==> config.mk <==
export PLATFORM = sky130hd
export DESIGN_NAME = ppri_regs
export DESIGN_NICKNAME = d
export VERILOG_FILES = /design/src/ppri_pkg.sv /design/src/ppri_fall_detect.sv /design/src/ppri_regs.sv
export VERILOG_INCLUDE_DIRS = /design/src /design/src/src
export SDC_FILE = /design/constraint.sdc
export NUM_CORES = 1
export LEC_CHECK = 0
export ABC_AREA = 1
export BUFFER_PORTS_ARGS = -buffer_cell sky130_fd_sc_hd__buf_2
export CAP_MARGIN = 20
export CORE_MARGIN = 4
export CORE_UTILIZATION = 45
export CTS_BUF_LIST = sky130_fd_sc_hd__clkbuf_4 sky130_fd_sc_hd__clkbuf_8 sky130_fd_sc_hd__clkbuf_16
export DETAILED_ROUTE_END_ITERATION = 10
export PLACE_DENSITY_LB_ADDON = 0.12
export SKIP_CTS_REPAIR_TIMING = 1
export SYNTH_ARGS = -nofsm -noshare
export SYNTH_HDL_FRONTEND = slang
export SYNTH_HIERARCHICAL = 1
export SYNTH_SLANG_ARGS = --single-unit
==> constraint.sdc <==
create_clock -name clk -period 3.5 [get_ports clk]
set_input_delay 0.175 -clock clk [delete_from_list [all_inputs] [get_ports clk]]
set_output_delay 0.175 -clock clk [all_outputs]
set_load 0.1 [all_outputs]
==> src/ppri_consts.svh <==
// Offsets, bit positions, reset values and codes of the printer port register interface.
`ifndef PPRI_CONSTS_SVH
`define PPRI_CONSTS_SVH

// ==========================================================================
// Register offsets on the two address lines
`define PPRI_OFS_IOSEL       2'h0
`define PPRI_OFS_STATUS      2'h1
`define PPRI_OFS_DRIVE       2'h2

// ==========================================================================
// Status register bit positions
`define PPRI_ST_BUSY_N       7
`define PPRI_ST_ACK          6
`define PPRI_ST_PAPER_END    5
`define PPRI_ST_SELECTED     4
`define PPRI_ST_FAULT        3
`define PPRI_ST_IRQ_IDLE     2

// ==========================================================================
// Drive and readback register bit positions
`define PPRI_CT_DIR_IN       5
`define PPRI_CT_IRQ_EN       4
`define PPRI_CT_SELECT_IN    3
`define PPRI_CT_INIT         2
`define PPRI_CT_AUTO_FEED    1
`define PPRI_CT_STROBE       0

// ==========================================================================
// Constant bits, direction codes and reset values
`define PPRI_ST_ONES         2'h3
`define PPRI_CMD_ONES        3'h7
`define PPRI_IOSEL_INPUT     8'hAA
`define PPRI_IOSEL_OUTPUT    8'h55
`define PPRI_RST_LINE_N      1'h1
`define PPRI_RST_INIT        1'h0
`define PPRI_RST_BIT         1'h0
`define PPRI_RST_BYTE        8'h00
`define PPRI_RST_STROBES     3'h7

`endif

==> src/ppri_pkg.sv <==
// Types shared by the printer port register interface.
package ppri_pkg;

  typedef struct packed {
    logic       strobe_n;
    logic       auto_feed_n;
    logic       init;
    logic       select_in_n;
    logic       irq_en;
    logic       dir_bit;
    logic       iosel_in;
    logic       pending;
    logic       irq_out;
    logic       data_in_mode;
    logic [7:0] rd_data;
    logic       rd_oe;
  } ppri_state_s;

endpackage

==> src/ppri_fall_detect.sv <==
// Falling edge detector for a group of synchronous level inputs.
`timescale 1ns/10ps
`include "ppri_consts.svh"

module ppri_fall_detect #(
  parameter int W = 3
) (
  input  wire logic         clk,
  input  wire logic         rst,
  input  wire logic [W-1:0] level,
  output      logic [W-1:0] fall
);

  logic [W-1:0] prev_q;
  logic [W-1:0] prev_d;

  // ========================================================================
  // Previous level
  // Idle level is high for every watched line, so a line held low through
  // reset reports a falling edge from reset until the first clock after release.
  always_comb
  begin
    prev_d = level;
  end

  always_ff @(posedge clk or posedge rst)
  begin
    if (rst)
    begin
      prev_q <= '1;
    end
    else
    begin
      prev_q <= prev_d;
    end
  end

  // ========================================================================
  // Per-bit edge
  for (genvar i = 0; i < W; i++)
  begin : g_bit
    assign fall[i] = prev_q[i] & ~level[i];
  end

endmodule

==> src/ppri_regs.sv <==
// Printer port register interface: status, readback and drive registers.
//
// What this block does
// - Status reads busy-inverted, ack, paper, select, fault, irq
// - Status bit 2 low while interrupt pending, with SW_DIR_VARIANT set
// - Readback: ones on top, enable, four line states
// - Drive register: direction, interrupt gate, four lines
// - Ack falling edge marks interrupt pending
// - Status read clears pending and interrupt output, unless an ack falling edge comes in the same cycle
// - Drive write updates lines and mask at once
// - Mode pin low: AA selects input, 55 output
`timescale 1ns/10ps
`include "ppri_consts.svh"

module ppri_regs #(
  parameter bit SW_DIR_VARIANT = 1'b1
) (
  input  wire logic       clk,
  input  wire logic       rst,
  input  wire logic       cs_n,
  input  wire logic [1:0] addr,
  input  wire logic       ior_n,
  input  wire logic       iow_n,
  input  wire logic [7:0] bus_data_in,
  output      logic [7:0] bus_data_out,
  output      logic       bus_data_oe,
  input  wire logic       busy,
  input  wire logic       ack_n,
  input  wire logic       paper_end,
  input  wire logic       printer_selected,
  input  wire logic       fault_n,
  input  wire logic       direction_mode_pin,
  output      logic       strobe_n,
  output      logic       auto_feed_n,
  output      logic       init,
  output      logic       select_in_n,
  output      logic       printer_data_in_mode,
  output      logic       parport_interrupt
);

  ppri_pkg::ppri_state_s st_q;
  ppri_pkg::ppri_state_s st_d;
  logic [2:0]            fall;
  logic                  rd_start;
  logic                  wr_start;
  logic                  ack_fall;
  logic [7:0]            status_val;
  logic [7:0]            readback_val;

  // ========================================================================
  // Strobe and acknowledge edges
  ppri_fall_detect #(
    .W (3)
  ) u_edges (
    .clk   (clk),
    .rst   (rst),
    .level ({ack_n, iow_n, ior_n}),
    .fall  (fall)
  );

  assign rd_start = fall[0] & ~cs_n;
  assign wr_start = fall[1] & ~cs_n;
  assign ack_fall = fall[2];

  // ========================================================================
  // Read values
  always_comb
  begin
    status_val                      = 8'h00;
    status_val[`PPRI_ST_BUSY_N]     = ~busy;
    status_val[`PPRI_ST_ACK]        = ack_n;
    status_val[`PPRI_ST_PAPER_END]  = paper_end;
    status_val[`PPRI_ST_SELECTED]   = printer_selected;
    status_val[`PPRI_ST_FAULT]      = fault_n;
    // Without software direction control there is no pending indication.
    status_val[`PPRI_ST_IRQ_IDLE]   = ~(st_q.pending & SW_DIR_VARIANT);
    status_val[1:0]                 = `PPRI_ST_ONES;
    readback_val                    = 8'h00;
    readback_val[7:5]               = `PPRI_CMD_ONES;
    readback_val[`PPRI_CT_IRQ_EN]   = st_q.irq_en;
    readback_val[`PPRI_CT_SELECT_IN] = ~st_q.select_in_n;
    readback_val[`PPRI_CT_INIT]     = st_q.init;
    readback_val[`PPRI_CT_AUTO_FEED] = ~st_q.auto_feed_n;
    readback_val[`PPRI_CT_STROBE]   = ~st_q.strobe_n;
  end

  // ========================================================================
  // Next state
  always_comb
  begin
    st_d = st_q;
    if (wr_start && addr == `PPRI_OFS_DRIVE)
    begin
      // Bits 7 and 6 of the written byte are dropped.
      st_d.strobe_n    = ~bus_data_in[`PPRI_CT_STROBE];
      st_d.auto_feed_n = ~bus_data_in[`PPRI_CT_AUTO_FEED];
      st_d.init        = bus_data_in[`PPRI_CT_INIT];
      st_d.select_in_n = ~bus_data_in[`PPRI_CT_SELECT_IN];
      st_d.irq_en      = bus_data_in[`PPRI_CT_IRQ_EN];
      st_d.dir_bit     = bus_data_in[`PPRI_CT_DIR_IN];
    end
    if (wr_start && addr == `PPRI_OFS_IOSEL && !direction_mode_pin)
    begin
      // Any other code leaves the direction where it was.
      if (bus_data_in == `PPRI_IOSEL_INPUT)
      begin
        st_d.iosel_in = 1'b1;
      end
      else if (bus_data_in == `PPRI_IOSEL_OUTPUT)
      begin
        st_d.iosel_in = 1'b0;
      end
    end
    if (!SW_DIR_VARIANT)
    begin
      st_d.data_in_mode = direction_mode_pin;
    end
    else if (direction_mode_pin)
    begin
      st_d.data_in_mode = st_d.dir_bit;
    end
    else
    begin
      st_d.data_in_mode = st_d.iosel_in;
    end
    // A new acknowledge edge wins over a status read in the same cycle.
    if (ack_fall)
    begin
      st_d.pending = 1'b1;
    end
    else if (rd_start && addr == `PPRI_OFS_STATUS)
    begin
      st_d.pending = 1'b0;
    end
    st_d.irq_out = st_d.pending & st_d.irq_en;
    if (rd_start)
    begin
      case (addr)
        `PPRI_OFS_STATUS: st_d.rd_data = status_val;
        `PPRI_OFS_DRIVE:  st_d.rd_data = readback_val;
        default:          st_d.rd_data = 8'hFF;
      endcase
    end
    st_d.rd_oe = ~cs_n & ~ior_n;
  end

  // ========================================================================
  // State register
  always_ff @(posedge clk or posedge rst)
  begin
    if (rst)
    begin
      st_q.strobe_n     <= `PPRI_RST_LINE_N;
      st_q.auto_feed_n  <= `PPRI_RST_LINE_N;
      st_q.init         <= `PPRI_RST_INIT;
      st_q.select_in_n  <= `PPRI_RST_LINE_N;
      st_q.irq_en       <= `PPRI_RST_BIT;
      st_q.dir_bit      <= `PPRI_RST_BIT;
      st_q.iosel_in     <= `PPRI_RST_BIT;
      st_q.pending      <= `PPRI_RST_BIT;
      st_q.irq_out      <= `PPRI_RST_BIT;
      st_q.data_in_mode <= `PPRI_RST_BIT;
      st_q.rd_data      <= `PPRI_RST_BYTE;
      st_q.rd_oe        <= `PPRI_RST_BIT;
    end
    else
    begin
      st_q <= st_d;
    end
  end

  assign strobe_n             = st_q.strobe_n;
  assign auto_feed_n          = st_q.auto_feed_n;
  assign init                 = st_q.init;
  assign select_in_n          = st_q.select_in_n;
  assign printer_data_in_mode = st_q.data_in_mode;
  assign parport_interrupt    = st_q.irq_out;
  assign bus_data_out         = st_q.rd_data;
  assign bus_data_oe          = st_q.rd_oe;
endmodule

==> out/metrics.csv <==
stage,metric,value,unit
setup_path,startpoint types,flip-flop,
setup_path,CP bufs+invs,1,
grt,Total GRT Usage,13.8,%
clocking,"CTS clk-pin slew, worst paths",0.13,ns
floorplan,Die W,57.0,um
final_layout,fin nets,185,
setup_path,Crit path largest cell delay,0.57,ns
timing,Hold Slack,0.0333,ns
floorplan,DIE AREA,3240,um2
yosys,Synth Cell Area,1080,um2
floorplan,core box area,2250,um2
placed_design,hpwl dp,1.71,mm
drt,DR pass1 iterations,2,
timing,fin crit share,42.1,%
clocking,CTS tree,built,
drt,wire length on met1,962,um
drt,First DRT Iteration DRCs,14,
floorplan,die span in y,57.0,um
drt,routed len/inst,11.3,um
hold_path,Hold Crit Class,in -> reg,
drt,via count,857,
timing,final worst path period need,1.47,ns
drt,Routed Antenna Nets,0,
power,VDD IR max,381,uV
timing,unrepaired setup endpoints after global routing,false,
timing,maximum clock rate,0.678,GHz
yosys,Synth cell types,21,
final_layout,area of the multi-input gates,367,um2
setup_path,crit path kind,reg -> out,
yosys,sequential-to-total area share from yosys stat,51.7,%
grt,pin count of the biggest net entering global routing,20,
yosys,area share of the largest cell type after synthesis,37.1,%
yosys,most common library cells after synthesis,"33 x nand2_1, 20 x inv_1, 16 x dfrtp_1, 12 x nor2_1, 8 x buf_4",
clocking,Root Buffer,clkbuf_4,
placed_design,global placement routability congestion,0.734,
final_layout,Layout area overhead,21.5,%
setup_path,Crit Path Max Fanout,3,
setup_path,CP endpoint kind,primary output,
clocking,Num CTS Buffers,3,
drt,met3 wire length,133,um
clocking,clk_lat worst skew,0.30,ns
yosys,"area leader, netlist",dfrtp_1,
grt,number of global-route vias before repair,835,
floorplan,Initial Util,47.8,%
final_layout,Antenna diodes,0,
timing,final hold violations,0,
drt,DRT Wirelength,2.13,mm
clocking,CTS Sinks,22,
grt,first-pass GRT wire length,3.55,mm
grt,initial antenna violation count,0,
outcome,status,"finished, final reports clean",
clocking,CTS max path bufs,2,
timing,Layout Skew,0.00942,ns
drt,Max Used Layer,met4,
yosys,post-synthesis instance total,126,
yosys,most numerous cell in the Yosys netlist,nand2_1,
drt,number of remaining DRC errors,0,
floorplan,Ports,36,
timing,Final setup viols,0,
floorplan,FP Rows,17,
yosys,number of synthesized register bits,22,
setup_path,"delay-heaviest family, CP",flip-flops,
yosys,Syn. warnings,6,
drt,detail-routed via count per cell,4.56,
yosys,syn avg cell area,8.56,um2
yosys,Mapped Nets,150,
flow_run,Max-Cap Viols,0,
placed_design,port buffer count,35,
grt,grt ovf,0,
yosys,Post-synth ARST share,100,%
drt,met2 routed WL,1.02,mm
timing,Slew HR,52.1,%
yosys,Post-synth EDFFs,0,
final_layout,# fillers,229,
final_layout,register area,558,um2
power,LEAKAGE,0.000718,uW
setup_path,crit-path cells,buf_2,
timing,fin. max-slew vios,0,
timing,post-route setup TNS,0,ns
setup_path,slowest CP cell,dfstp_2,
yosys,Synth area leaders,"dfrtp_1 37%, dfstp_2 15%, nand2_1 11%",
setup_path,Worst EP arrival,1.30,ns
final_layout,share of post-route cells with drive strength above 1,33.1,%
setup_path,Critical Path RT,3.32,ns
power,total power,879,uW
clocking,H-tree levels,1,
power,PwrDens,671,nW/um2
timing,Worst Max-Slew Pin Slew,0.717,ns
yosys,"Top FF cell, synth",dfrtp_1,
[per-layer routing]
layer	up-vias	global-route usage (%)
met5	-	0
met4	0	2.98
met3	2	4.07
met2	24	25.0
met1	385	16.1
li1	446	-
[final timing paths]
check	from	end	slack, ns	depth (start not counted)
setup / recovery	select_in_n	select_in_n	2.03	1
hold / removal	bus_data_in[1]	auto_feed_n	0.03	2
setup reg to reg	u_edges/prev_q[0]	st_q[11]	2.17	7
hold reg to reg	st_q[12]	st_q[12]	0.49	2
max in group asynchronous	rst	parport_interrupt	2.52	3
min in group asynchronous	rst	u_edges/prev_q[2]	0.46	3
[flip-flops by register name, summed over array words and instances (netlist names)]
register,cells
bus_data_out,8
st_q,3
parport_interrupt,1
select_in_n,1
printer_data_in_mode,1
init,1
u_edges/prev_q,3
bus_data_oe,1
auto_feed_n,1
readback_val,1
strobe_n,1
[metrics by stage]
step / util [%] / cell area [um2] / worst slack [ns] / std cells
3_5_place_dp: 54.0 / 1220 / 2.17 / 180
4_1_cts: 56.3 / 1270 / 2.02 / 184
5_1_grt: 58.1 / 1310 / 1.98 / 188
6_report: 58.1 / 1310 / 2.03 / 188
3_3_place_gp: 54.0 / 1220 / 2.21 / 180
2_1_floorplan: - / 1080 / 2.20 / 126
[cell type report]
type                            count  area share (%)
Sequential cell                    22            42.6
Inverter                           22            6.30
Clock buffer                        3            1.72
Tap cell                           28            2.67
Timing Repair Buffer               39            16.4
Multi-Input combinational cell     73            28.0
Clock inverter                      1            2.29
[power by group]
| group | total (uW) | internal, uW | switching [uW] |
|---|---|---|---|
| Clock | 192 | 116 | 76.1 |
| Combinational | 366 | 61.2 | 304 |
| Sequential | 322 | 300 | 21.8 |
[worst reg2reg max path, delay by kind of cell, from the launching register on]
family / cells / cell delay [ns]
flip-flops: 1 / 0.53
AND/OR/NAND/NOR: 3 / 0.31
AO/OA/AOI/OAI: 1 / 0.20
buffers and inverters: 3 / 0.19
[placed cells by master, fill, tap and decap left out, drive strengths merged]
| cell | Yosys | final |
|---|---|---|
| a21oi | 1 | 1 |
| dfrtp | 16 | 16 |
| dfstp | 6 | 6 |
| bufinv | 0 | 1 |
| buf | 9 | 35 |
| nand3b | 1 | 1 |
| nand3 | 6 | 6 |
| clkbuf | 0 | 3 |
| a31oi | 2 | 2 |
| ha | 3 | 3 |
| mux2 | 1 | 1 |
| dlygate4sd3 | 0 | 4 |
| o21ai | 7 | 7 |
| nor2 | 15 | 15 |
| nor3 | 1 | 1 |
| inv | 22 | 22 |
| o211ai | 2 | 2 |
| nand2 | 34 | 34 |
[cell families (layout without fill, tap and decap cells)]
family | after synthesis | after routing | synth area share [%]
AND/OR/NAND/NOR | 57 | 57 | 22.9
adder cells (fa/ha/maj) | 3 | 3 | 3.48
flip-flops | 22 | 22 | 51.7
multiplexers | 1 | 1 | 1.39
buffers and inverters | 31 | 65 | 14.3
AO/OA/AOI/OAI | 12 | 12 | 6.26
No activity file was read; power rests on OpenSTA's default activity.
